File: config.mk
export PLATFORM = sky130hd
export DESIGN_NAME = tch_output_ctrl
export DESIGN_NICKNAME = d
export VERILOG_FILES = /design/src/tch_pkg.sv /design/src/tch_output_ctrl.sv /design/src/tch_sync.sv /design/src/tch_pulse_timer.sv
export VERILOG_INCLUDE_DIRS = /design/src
export SDC_FILE = /design/constraint.sdc
export NUM_CORES = 1
export LEC_CHECK = 0
export ABC_AREA = 1
export BUFFER_PORTS_ARGS = -buffer_cell sky130_fd_sc_hd__buf_2
export CAP_MARGIN = 15
export CORE_AREA = 2 2 158 160
export CTS_BUF_LIST = sky130_fd_sc_hd__clkbuf_4 sky130_fd_sc_hd__clkbuf_8
export DETAILED_ROUTE_END_ITERATION = 10
export DIE_AREA = 0 0 160 162
export PLACE_DENSITY = 0.5
export RECOVER_POWER = 100
export SLEW_MARGIN = 20
export SYNTH_ARGS = -nofsm -noshare
export SYNTH_HDL_FRONTEND = slang
export SYNTH_SLANG_ARGS = --single-unit
export TNS_END_PERCENT = 50
File: constraint.sdc
create_clock -name clk_sys -period 8.2 [get_ports clk_sys]
set_input_delay 0.41 -clock clk_sys [delete_from_list [all_inputs] [get_ports clk_sys]]
set_output_delay 0.41 -clock clk_sys [all_outputs]
set_load 0.03 [all_outputs]
File: src/tch_consts.svh
`ifndef TCH_CONSTS_SVH
`define TCH_CONSTS_SVH

// clock and timing
`define TCH_CLK_HZ          100000000
`define TCH_HOLD_SHORT_S    10
`define TCH_HOLD_LONG_S     60
`define TCH_HB_US           300
`define TCH_US_PER_S        1000000

// detection arithmetic
`define TCH_DELTA_GAIN_HI   6
`define TCH_DELTA_GAIN_LO   12
`define TCH_HYST_PCT        17
`define TCH_PCT_FULL        100
`define TCH_INTEG_COUNT     3
// must outlast the three-stage synchroniser, else the reset level is caught
`define TCH_STRAP_SETTLE    6

// register offsets
`define TCH_REG_CTRL        4'h0
`define TCH_REG_STATUS      4'h4
`define TCH_REG_EVENT       4'h8
`define TCH_REG_HOLD        4'hC

// CTRL fields (write only)
`define TCH_CTRL_RECAL      0
`define TCH_CTRL_TOG_CLR    1

// STATUS fields
`define TCH_ST_DETECT       0
`define TCH_ST_OUT_ON       1
`define TCH_ST_HB_BUSY      2
`define TCH_ST_RECAL        3
`define TCH_ST_INTEG_LSB    4
`define TCH_ST_MODE_LSB     6
`define TCH_ST_GAIN_HI      8
`define TCH_ST_STRAPS_OK    9

// EVENT fields (write one to clear)
`define TCH_EV_TIMEOUT      0
`define TCH_EV_QUALIFY      1

`endif

File: src/tch_pkg.sv
package tch_pkg;

  typedef enum logic [1:0] {
    TCH_MODE_LEVEL_10,
    TCH_MODE_LEVEL_60,
    TCH_MODE_TOGGLE_10,
    TCH_MODE_LEVEL_INF
  } tch_mode_type;

  typedef enum logic [1:0] {
    TCH_ST_BOOT,
    TCH_ST_IDLE,
    TCH_ST_DETECT,
    TCH_ST_RECAL
  } tch_state_type;

endpackage

File: src/tch_output_ctrl.sv
// Our own choices: the address map and strobed register access.
`timescale 1ns/1ns
`include "tch_consts.svh"

// Overview of operation
// - level mode: output driven active while a detection is in effect
// - level mode: active until detection ends or hold timeout, whichever first
// - level timeout: full recalibration, output inactive until next detection
// - level mode offers 10 s, 60 s or no hold timeout
// - straps: HH level 10s, HL level 60s, LL toggle 10s, LH level none
// - no timeout: output follows detection, never recalibrates on length
// - toggle mode: each newly qualified detection inverts the output
// - toggle mode: hold timeout always 10 s of continuous detection
// - toggle timeout: recalibrate, keep toggled output state
// - after every burst, output released to high impedance for 300 us
// - health pulse present in every output mode, over the normal output
// - active-low variant: level modes drive output high while no detection present
// - active-high variant: inverted polarity, identical health pulse
// - straps sampled once at power-up select mode and timeout
// - three successive bursts above threshold qualify; any miss clears count
// - threshold sits 6 counts (gain high) or 12 counts above reference
// - detection ends below threshold minus 17 percent of the delta
module tch_output_ctrl
  import tch_pkg::*;
#(
  parameter int          SIG_W          = 16,
  parameter bit          ACTIVE_HIGH    = 1'b0,
  parameter int          HOLD_W         = 36,
  parameter longint      HOLD_SHORT_CYC = 64'(`TCH_HOLD_SHORT_S) * 64'(`TCH_CLK_HZ),
  parameter longint      HOLD_LONG_CYC  = 64'(`TCH_HOLD_LONG_S) * 64'(`TCH_CLK_HZ),
  parameter int          HB_CYC         = `TCH_HB_US * (`TCH_CLK_HZ / `TCH_US_PER_S),
  parameter int          HB_W           = 16
) (
  // clock and reset
  input  wire logic             clk_sys,
  input  wire logic             rst,
  // option straps, asynchronous pins
  input  wire logic             mode_strap_a_pin,
  input  wire logic             mode_strap_b_pin,
  input  wire logic             gain_strap_pin,
  // acquisition results, one per burst
  input  wire logic             burst_done,
  input  wire logic [SIG_W-1:0] burst_signal,
  input  wire logic [SIG_W-1:0] burst_reference,
  // recalibration handshake with the acquisition core
  output logic                  recal_req,
  input  wire logic             recal_done,
  // output pin and detection status
  output logic                  out_o,
  output logic                  out_oe,
  output logic                  detect_active,
  // register port
  input  wire logic [3:0]       reg_addr,
  input  wire logic [31:0]      reg_wdata,
  input  wire logic             reg_wr,
  input  wire logic             reg_rd,
  output logic      [31:0]      reg_rdata
);

  localparam int CW = SIG_W + 1;
  localparam logic [1:0] INTEG_LAST = 2'(`TCH_INTEG_COUNT - 1);
  localparam logic [2:0] SETTLE_LAST = 3'(`TCH_STRAP_SETTLE - 1);
  localparam logic [HOLD_W-1:0] HOLD_SHORT_LAST = HOLD_W'(HOLD_SHORT_CYC - 1);
  localparam logic [HOLD_W-1:0] HOLD_LONG_LAST  = HOLD_W'(HOLD_LONG_CYC - 1);

  if (HOLD_W < 32 || HOLD_LONG_CYC < 1 || HOLD_SHORT_CYC < 1
      || HOLD_LONG_CYC > (64'd1 << HOLD_W)
      || HOLD_SHORT_CYC > (64'd1 << HOLD_W)) begin : g_chk_hold
    $error("tch_output_ctrl: hold counts do not fit HOLD_W");
  end
  if (SIG_W < 8) begin : g_chk_sig
    $error("tch_output_ctrl: SIG_W too narrow");
  end

  // threshold delta and its hysteresis, both in signal counts
  function automatic logic [CW-1:0] delta_of(input logic gain_hi);
    delta_of = gain_hi ? CW'(`TCH_DELTA_GAIN_HI) : CW'(`TCH_DELTA_GAIN_LO);
  endfunction

  function automatic logic [CW-1:0] hyst_of(input logic gain_hi);
    logic [CW+7:0] prod;
    prod = (CW+8)'(delta_of(gain_hi)) * (CW+8)'(`TCH_HYST_PCT);
    hyst_of = CW'(prod / (CW+8)'(`TCH_PCT_FULL));
  endfunction

  function automatic tch_mode_type mode_of(input logic a, input logic b);
    case ({a, b})
      2'b11:   mode_of = TCH_MODE_LEVEL_10;
      2'b10:   mode_of = TCH_MODE_LEVEL_60;
      2'b00:   mode_of = TCH_MODE_TOGGLE_10;
      default: mode_of = TCH_MODE_LEVEL_INF;
    endcase
  endfunction

  // strap synchronisers
  logic strap_a_lvl;
  logic strap_b_lvl;
  logic gain_lvl;

  tch_sync u_sync_a (
    .clk_sys (clk_sys),
    .rst     (rst),
    .pin_i   (mode_strap_a_pin),
    .level_o (strap_a_lvl)
  );

  tch_sync u_sync_b (
    .clk_sys (clk_sys),
    .rst     (rst),
    .pin_i   (mode_strap_b_pin),
    .level_o (strap_b_lvl)
  );

  tch_sync u_sync_g (
    .clk_sys (clk_sys),
    .rst     (rst),
    .pin_i   (gain_strap_pin),
    .level_o (gain_lvl)
  );

  // state
  tch_state_type     state_q;
  tch_state_type     state_d;
  tch_mode_type      mode_q;
  logic              gain_hi_q;
  logic              straps_ok_q;
  logic [2:0]        settle_q;
  logic [1:0]        integ_q;
  logic [1:0]        integ_d;
  logic [HOLD_W-1:0] hold_q;
  logic              tog_q;
  logic              out_q;
  logic              recal_req_q;
  logic              ev_timeout_q;
  logic              ev_qualify_q;
  logic [31:0]       rdata_q;
  logic              hb_busy;

  // register decode
  wire wr_ctrl  = reg_wr && (reg_addr == `TCH_REG_CTRL);
  wire wr_event = reg_wr && (reg_addr == `TCH_REG_EVENT);
  wire sw_recal = wr_ctrl && reg_wdata[`TCH_CTRL_RECAL];
  wire sw_tog_clr = wr_ctrl && reg_wdata[`TCH_CTRL_TOG_CLR];

  // threshold arithmetic, one bit wider than the signal
  wire [CW-1:0] sig_w   = {1'b0, burst_signal};
  wire [CW-1:0] thr_lvl = {1'b0, burst_reference} + delta_of(gain_hi_q);
  wire [CW-1:0] drop_lvl = thr_lvl - hyst_of(gain_hi_q);
  wire above_thr = (sig_w > thr_lvl);
  wire below_drop = (sig_w < drop_lvl);

  // mode decode
  wire toggle_mode = (mode_q == TCH_MODE_TOGGLE_10);
  wire has_limit   = (mode_q != TCH_MODE_LEVEL_INF);
  wire [HOLD_W-1:0] hold_last = (mode_q == TCH_MODE_LEVEL_60)
                                ? HOLD_LONG_LAST : HOLD_SHORT_LAST;

  wire in_detect = (state_q == TCH_ST_DETECT);
  wire expire    = in_detect && has_limit && (hold_q == hold_last);
  wire qualify   = (state_q == TCH_ST_IDLE) && burst_done && above_thr
                   && (integ_q == INTEG_LAST);
  wire det_end   = in_detect && burst_done && below_drop;

  // detection and recalibration sequencing
  always_comb begin
    state_d = state_q;
    integ_d = integ_q;
    case (state_q)
      TCH_ST_BOOT: begin
        if (settle_q == SETTLE_LAST) begin
          state_d = TCH_ST_IDLE;
        end
      end
      TCH_ST_IDLE: begin
        if (sw_recal) begin
          state_d = TCH_ST_RECAL;
          integ_d = 2'h0;
        end else if (burst_done) begin
          if (!above_thr) begin
            integ_d = 2'h0;
          end else if (integ_q == INTEG_LAST) begin
            integ_d = 2'h0;
            state_d = TCH_ST_DETECT;
          end else begin
            integ_d = integ_q + 2'h1;
          end
        end
      end
      TCH_ST_DETECT: begin
        if (expire || sw_recal) begin
          state_d = TCH_ST_RECAL;
        end else if (det_end) begin
          state_d = TCH_ST_IDLE;
        end
      end
      TCH_ST_RECAL: begin
        if (recal_done) begin
          state_d = TCH_ST_IDLE;
        end
      end
      default: begin
        state_d = TCH_ST_BOOT;
        integ_d = 2'h0;
      end
    endcase
  end

  always_ff @(posedge clk_sys or posedge rst) begin
    if (rst) begin
      state_q <= TCH_ST_BOOT;
      integ_q <= 2'h0;
    end else begin
      state_q <= state_d;
      integ_q <= integ_d;
    end
  end

  // straps are caught once, after the synchronisers have settled
  always_ff @(posedge clk_sys or posedge rst) begin
    if (rst) begin
      settle_q    <= 3'h0;
      straps_ok_q <= 1'b0;
      mode_q      <= TCH_MODE_LEVEL_10;
      gain_hi_q   <= 1'b1;
    end else if (state_q == TCH_ST_BOOT) begin
      settle_q <= settle_q + 3'h1;
      if (settle_q == SETTLE_LAST) begin
        straps_ok_q <= 1'b1;
        mode_q      <= mode_of(strap_a_lvl, strap_b_lvl);
        gain_hi_q   <= gain_lvl;
      end
    end
  end

  // hold timer runs only during a detection
  always_ff @(posedge clk_sys or posedge rst) begin
    if (rst) begin
      hold_q <= '0;
    end else if (state_d == TCH_ST_DETECT && in_detect && has_limit) begin
      hold_q <= hold_q + HOLD_W'(1);
    end else begin
      hold_q <= '0;
    end
  end

  // recalibration request, one cycle on entry to RECAL
  always_ff @(posedge clk_sys or posedge rst) begin
    if (rst) begin
      recal_req_q <= 1'b0;
    end else begin
      recal_req_q <= (state_d == TCH_ST_RECAL) && (state_q != TCH_ST_RECAL);
    end
  end

  // toggle state survives a timeout recalibration
  always_ff @(posedge clk_sys or posedge rst) begin
    if (rst) begin
      tog_q <= 1'b0;
    end else if (qualify && toggle_mode && !sw_recal) begin
      tog_q <= !tog_q;
    end else if (sw_tog_clr) begin
      tog_q <= 1'b0;
    end
  end

  // polarity: the variant inverts the level, not the timing
  wire out_on = toggle_mode ? tog_q : in_detect;
  localparam logic OUT_IDLE = ACTIVE_HIGH ? 1'b0 : 1'b1;

  always_ff @(posedge clk_sys or posedge rst) begin
    if (rst) begin
      out_q <= OUT_IDLE;
    end else begin
      out_q <= ACTIVE_HIGH ? out_on : !out_on;
    end
  end

  // health pulse window restarts after every burst, in every mode
  tch_pulse_timer #(
    .CYC (HB_CYC),
    .W   (HB_W)
  ) u_hb (
    .clk_sys (clk_sys),
    .rst     (rst),
    .start_i (burst_done),
    .busy_o  (hb_busy)
  );

  assign out_o  = out_q;
  assign out_oe = !hb_busy;
  assign detect_active = in_detect;
  assign recal_req = recal_req_q;

  // sticky events: a new event wins over a clear in the same cycle
  always_ff @(posedge clk_sys or posedge rst) begin
    if (rst) begin
      ev_timeout_q <= 1'b0;
      ev_qualify_q <= 1'b0;
    end else begin
      ev_timeout_q <= expire
                      || (ev_timeout_q && !(wr_event && reg_wdata[`TCH_EV_TIMEOUT]));
      ev_qualify_q <= qualify
                      || (ev_qualify_q && !(wr_event && reg_wdata[`TCH_EV_QUALIFY]));
    end
  end

  // read data
  wire [31:0] status_word = {
    22'h0,
    straps_ok_q,
    gain_hi_q,
    mode_q,
    integ_q,
    state_q == TCH_ST_RECAL,
    hb_busy,
    out_on,
    in_detect
  };
  wire [31:0] event_word = {30'h0, ev_qualify_q, ev_timeout_q};
  wire [31:0] hold_word  = hold_q[HOLD_W-1 -: 32];
  wire [31:0] rd_mux =
      (reg_addr == `TCH_REG_STATUS) ? status_word :
      (reg_addr == `TCH_REG_EVENT)  ? event_word  :
      (reg_addr == `TCH_REG_HOLD)   ? hold_word   : 32'h0;

  // data stands one cycle after the read strobe and only then
  always_ff @(posedge clk_sys or posedge rst) begin
    if (rst) begin
      rdata_q <= 32'h0;
    end else begin
      rdata_q <= reg_rd ? rd_mux : 32'h0;
    end
  end

  assign reg_rdata = rdata_q;

endmodule // tch_output_ctrl

File: src/tch_sync.sv
`timescale 1ns/1ns
module tch_sync (
  // clock and reset
  input  wire logic clk_sys,
  input  wire logic rst,
  // asynchronous pin and its filtered level
  input  wire logic pin_i,
  output logic      level_o
);

  logic s1_q;
  logic s2_q;
  logic s3_q;
  logic lvl_q;

  // level only moves once the last two stages agree
  wire agree = (s2_q == s3_q);

  always_ff @(posedge clk_sys or posedge rst) begin
    if (rst) begin
      s1_q  <= 1'b0;
      s2_q  <= 1'b0;
      s3_q  <= 1'b0;
      lvl_q <= 1'b0;
    end else begin
      s1_q <= pin_i;
      s2_q <= s1_q;
      s3_q <= s2_q;
      if (agree) begin
        lvl_q <= s3_q;
      end
    end
  end

  assign level_o = lvl_q;

endmodule // tch_sync

File: src/tch_pulse_timer.sv
`timescale 1ns/1ns
module tch_pulse_timer #(
  parameter int CYC = 30000,
  parameter int W   = 16
) (
  // clock and reset
  input  wire logic clk_sys,
  input  wire logic rst,
  // start pulse and busy window
  input  wire logic start_i,
  output logic      busy_o
);

  logic [W-1:0] cnt_q;
  logic         busy_q;

  localparam logic [W-1:0] LAST = W'(CYC - 1);

  if (CYC < 1 || CYC > (2 ** W)) begin : g_chk
    $error("tch_pulse_timer: CYC does not fit W");
  end

  wire at_end = (cnt_q == LAST);

  // a start while busy restarts the window
  always_ff @(posedge clk_sys or posedge rst) begin
    if (rst) begin
      cnt_q  <= '0;
      busy_q <= 1'b0;
    end else if (start_i) begin
      cnt_q  <= '0;
      busy_q <= 1'b1;
    end else if (busy_q) begin
      cnt_q  <= at_end ? '0 : cnt_q + W'(1);
      busy_q <= !at_end;
    end
  end

  assign busy_o = busy_q;

endmodule // tch_pulse_timer

==> impl_metrics.tcl <==
set metrics [dict create \
    outcome "complete, but fails checks" \
    violations "capacitance limit, slew limit" \
    holdPathStages 1 \
    clk_path_buf_depth 2 \
    setup_ws_ps 2270 \
    syn_area_per_cell_sq_um 8.08 \
    place.gp.congestion 0.808 \
    crit_type "register to register" \
    leakage_nw 3.64 \
    drv_slew 153 \
    synth_top_area_share 0.388 \
    required_ps 8520 \
    worstSetupStartpointType "register" \
    crit_arrival_ps 6250 \
    final_net_count 1088 \
    ctsHoldBuffers 0 \
    antenna_found_initial 2 \
    seqPwrFrac 0.397 \
    dp_cells 1283 \
    max_freq_mhz 169 \
    fin_crit_sh 0.723 \
    cts_tree "built" \
    finalInstanceArea_sq_mm 0.00827 \
    synth_fp_nets 995 \
    dp_hpwl_um 13100 \
    ys_top_cells_by_count "199 x nand2_1, 116 x inv_1, 111 x dfrtp_1, 67 x nor2_1, 52 x nand3_1" \
    detail-route-antenna-nets 0 \
    viasPerCell 4.40 \
    power_mw 1.60 \
    die_x_um 160 \
    ctsHtreeMaxLevel 4 \
    start_util 0.297 \
    period_minus_slack_ps 5930 \
    fin_cells 1318 \
    grt_use_met3 0.0281 \
    grt_setup_unrepaired "false" \
    cts_setup_buffers 0 \
    yosys-top-cells-area "dfrtp_1 39%, nand2_1 10%, inv_1 6.1%" \
    syn2layout_area_growth_pct 15.5 \
    synth_edf_count 0 \
    ctsRootBufferMaster "clkbuf_8" \
    final-setup-viol-count 0 \
    cap_violations 3 \
    clk_pin_slew_ps 90 \
    r2r_slack_ps 2270 \
    vias 5795 \
    hold_viol 0 \
    endpoint_kind "register" \
    synth_ff_type "dfrtp_1" \
    hp-class "primary input to register" \
    peakVddDrop_mv 0.0903 \
    firstDrtPassIters 4 \
    grt_max_degree 74 \
    slew_headroom -1.56 \
    synthArstFlopShare 1.00 \
    finalCoreUtilization 0.343 \
    syn_area_sq_mm 0.00715 \
    track_usage 0.140 \
    synth.largest_area_cell "dfrtp_1" \
    io_pins 113 \
    finalClockSkew_ps 21.7 \
    grt_pass1_vias 5765 \
    drive_gt1_frac 0.156 \
    rows 57 \
    die_area_sq_mm 0.0259 \
    fin_tns_setup_ps 0 \
    pwr-share-comb 0.241 \
    swShare 0.348 \
    synthDistinctLibCells 46 \
    p_int_mw 1.04 \
    postPlaceCellArea_sq_mm 0.00791 \
    grt_first_pass_wirelength_um 29200 \
    pwr-share-clk 0.362 \
    core_sq_mm 0.0241 \
    power.switching_mw 0.558 \
    busiest_layer "met2" \
    use_met2 0.226 \
    overflow 0 \
    cts_resized 0 \
    drt_iter0_drc 269 \
    regToRegStartpoint "gain_hi_q" \
    crit_fanout 36 \
    cts_sinks 113 \
    ff2ff_path_depth 26 \
    wirelength_um 17200 \
    die_y_um 162 \
    max_slew.worst_pin.slew_ps 3850 \
    yosysSeqAreaShare 0.396 \
    power_density_mw_per_mm2 194 \
    drc_errors 0 \
    wire_per_inst_um 13.1 \
    timing.hold.ws_ps 60.1 \
    use_met1 0.191 \
    portBuffers 82 \
    synth_seq_cells 113 \
    cts_buffers 17 \
    yosysWarnings 0 \
    hold_end "u_sync_b.s1_q" \
    syn_inst 885 \
    dpl_worst_slack_ps 3180 \
    yosysMostFrequentCell "nand2_1" \
    clock_latency_ps 450 \
    reg2reg_to "hold_q[2]" \
    min_from "mode_strap_b_pin" \
]
## final cells by class
class                           count  area, sq um
Sequential cell                   113         2830
Fill cell                        2615        15800
Timing Repair Buffer               84          373
Tap cell                          324          405
Multi-Input combinational cell    638         3750
Inverter                          124          468
Clock inverter                     15          198
Antenna cell                        3         7.51
Clock buffer                       17          234
## sequential cells by signal, summed over array words and instances, names as in the netlist, 2 cells and up
register	cells
hold_q	36
integ_q	2
mode_q	2
reg_rdata	32
settle_q	3
state_q	2
u_hb.cnt_q	16
## worst max-delay path, stage by stage (launching register included)
cell	delay, ps
dfstp_1	680
ha_1	290
inv_1	80
ha_1	190
inv_1	80
nand3_1	110
nand2_4	170
xnor2_2	180
nand3_1	230
nor3_1	340
inv_1	100
nor2_1	120
xor2_1	80
ha_1	300
inv_1	50
o31a_1	280
nand2_1	60
nand2_1	50
nand2_1	60
nand2_1	50
nand2_1	50
nand2_1	80
nand2_1	100
nand2_2	50
a21oi_1	190
nand3_2	1350
nor2_1	460
## how the worst max path moves through the flow
stage                   start         end  slack, ps  depth (start not counted)
global route        gain_hi_q   hold_q[2]       1600                         27
finish              gain_hi_q   hold_q[2]       2270                         26
CTS                 gain_hi_q   hold_q[2]       3120                         26
detailed placement  gain_hi_q   hold_q[2]       3180                         26
global placement    gain_hi_q   hold_q[3]       3200                         26
floorplan           gain_hi_q  hold_q[26]       4430                         27
## power by group through the flow
| stage | sequential (mW) | combinational, mW | clock [mW] |
|---|---|---|---|
| after floorplan | 0.650 | 0.288 | 0 |
| after CTS | 0.639 | 0.397 | 0.597 |
| final | 0.636 | 0.386 | 0.579 |
| after global placement | 0.649 | 0.390 | 0 |
| after global routing | 0.642 | 0.451 | 0.619 |
| after detailed placement | 0.650 | 0.396 | 0 |
## cell usage in the layout (no fill, tap or decap), types with 2 or more instances in the layout
master,instances
maj3_1,3
nor2_1,67
bufinv_16,3
xor2_1,46
a21oi_1,29
clkinvlp_4,2
o211ai_1,2
clkbuf_8,17
diode_2,3
clkinv_4,3
nor3_1,45
a211oi_1,2
clkinv_1,3
nand3_1,52
nand3_2,6
nand2_4,4
nand4_1,22
nand2_2,14
ha_1,33
o21ai_0,27
dfrtp_1,111
nor4_1,6
nand3b_1,6
nand2_1,201
inv_8,2
inv_6,5
xnor2_1,8
o22ai_1,7
clkbuf_1,40
or3_1,2
inv_1,115
inv_2,4
nor2_4,32
nor2_2,6
and3_1,2
buf_2,43
or2_2,5
## layer usage
| metal | vias to the layer above | part of all wire |
|---|---|---|
| met4 | 0 | 0.012 |
| met5 | - | 0 |
| li1 | 3054 | - |
| met3 | 10 | 0.027 |
| met2 | 78 | 0.45 |
| met1 | 2653 | 0.51 |
## cell families (layout without fill, tap and decap cells)
family | after synthesis | after routing | synth area share
flops | 113 | 113 | 0.396
simple gates | 474 | 474 | 0.338
fa+ha+maj | 36 | 36 | 0.0619
buf+inv | 134 | 240 | 0.0773
compound gates | 73 | 73 | 0.0586
other cells | 0 | 3 | 0
xor+xnor | 55 | 55 | 0.0684
No activity file was read; power rests on OpenSTA's default activity.
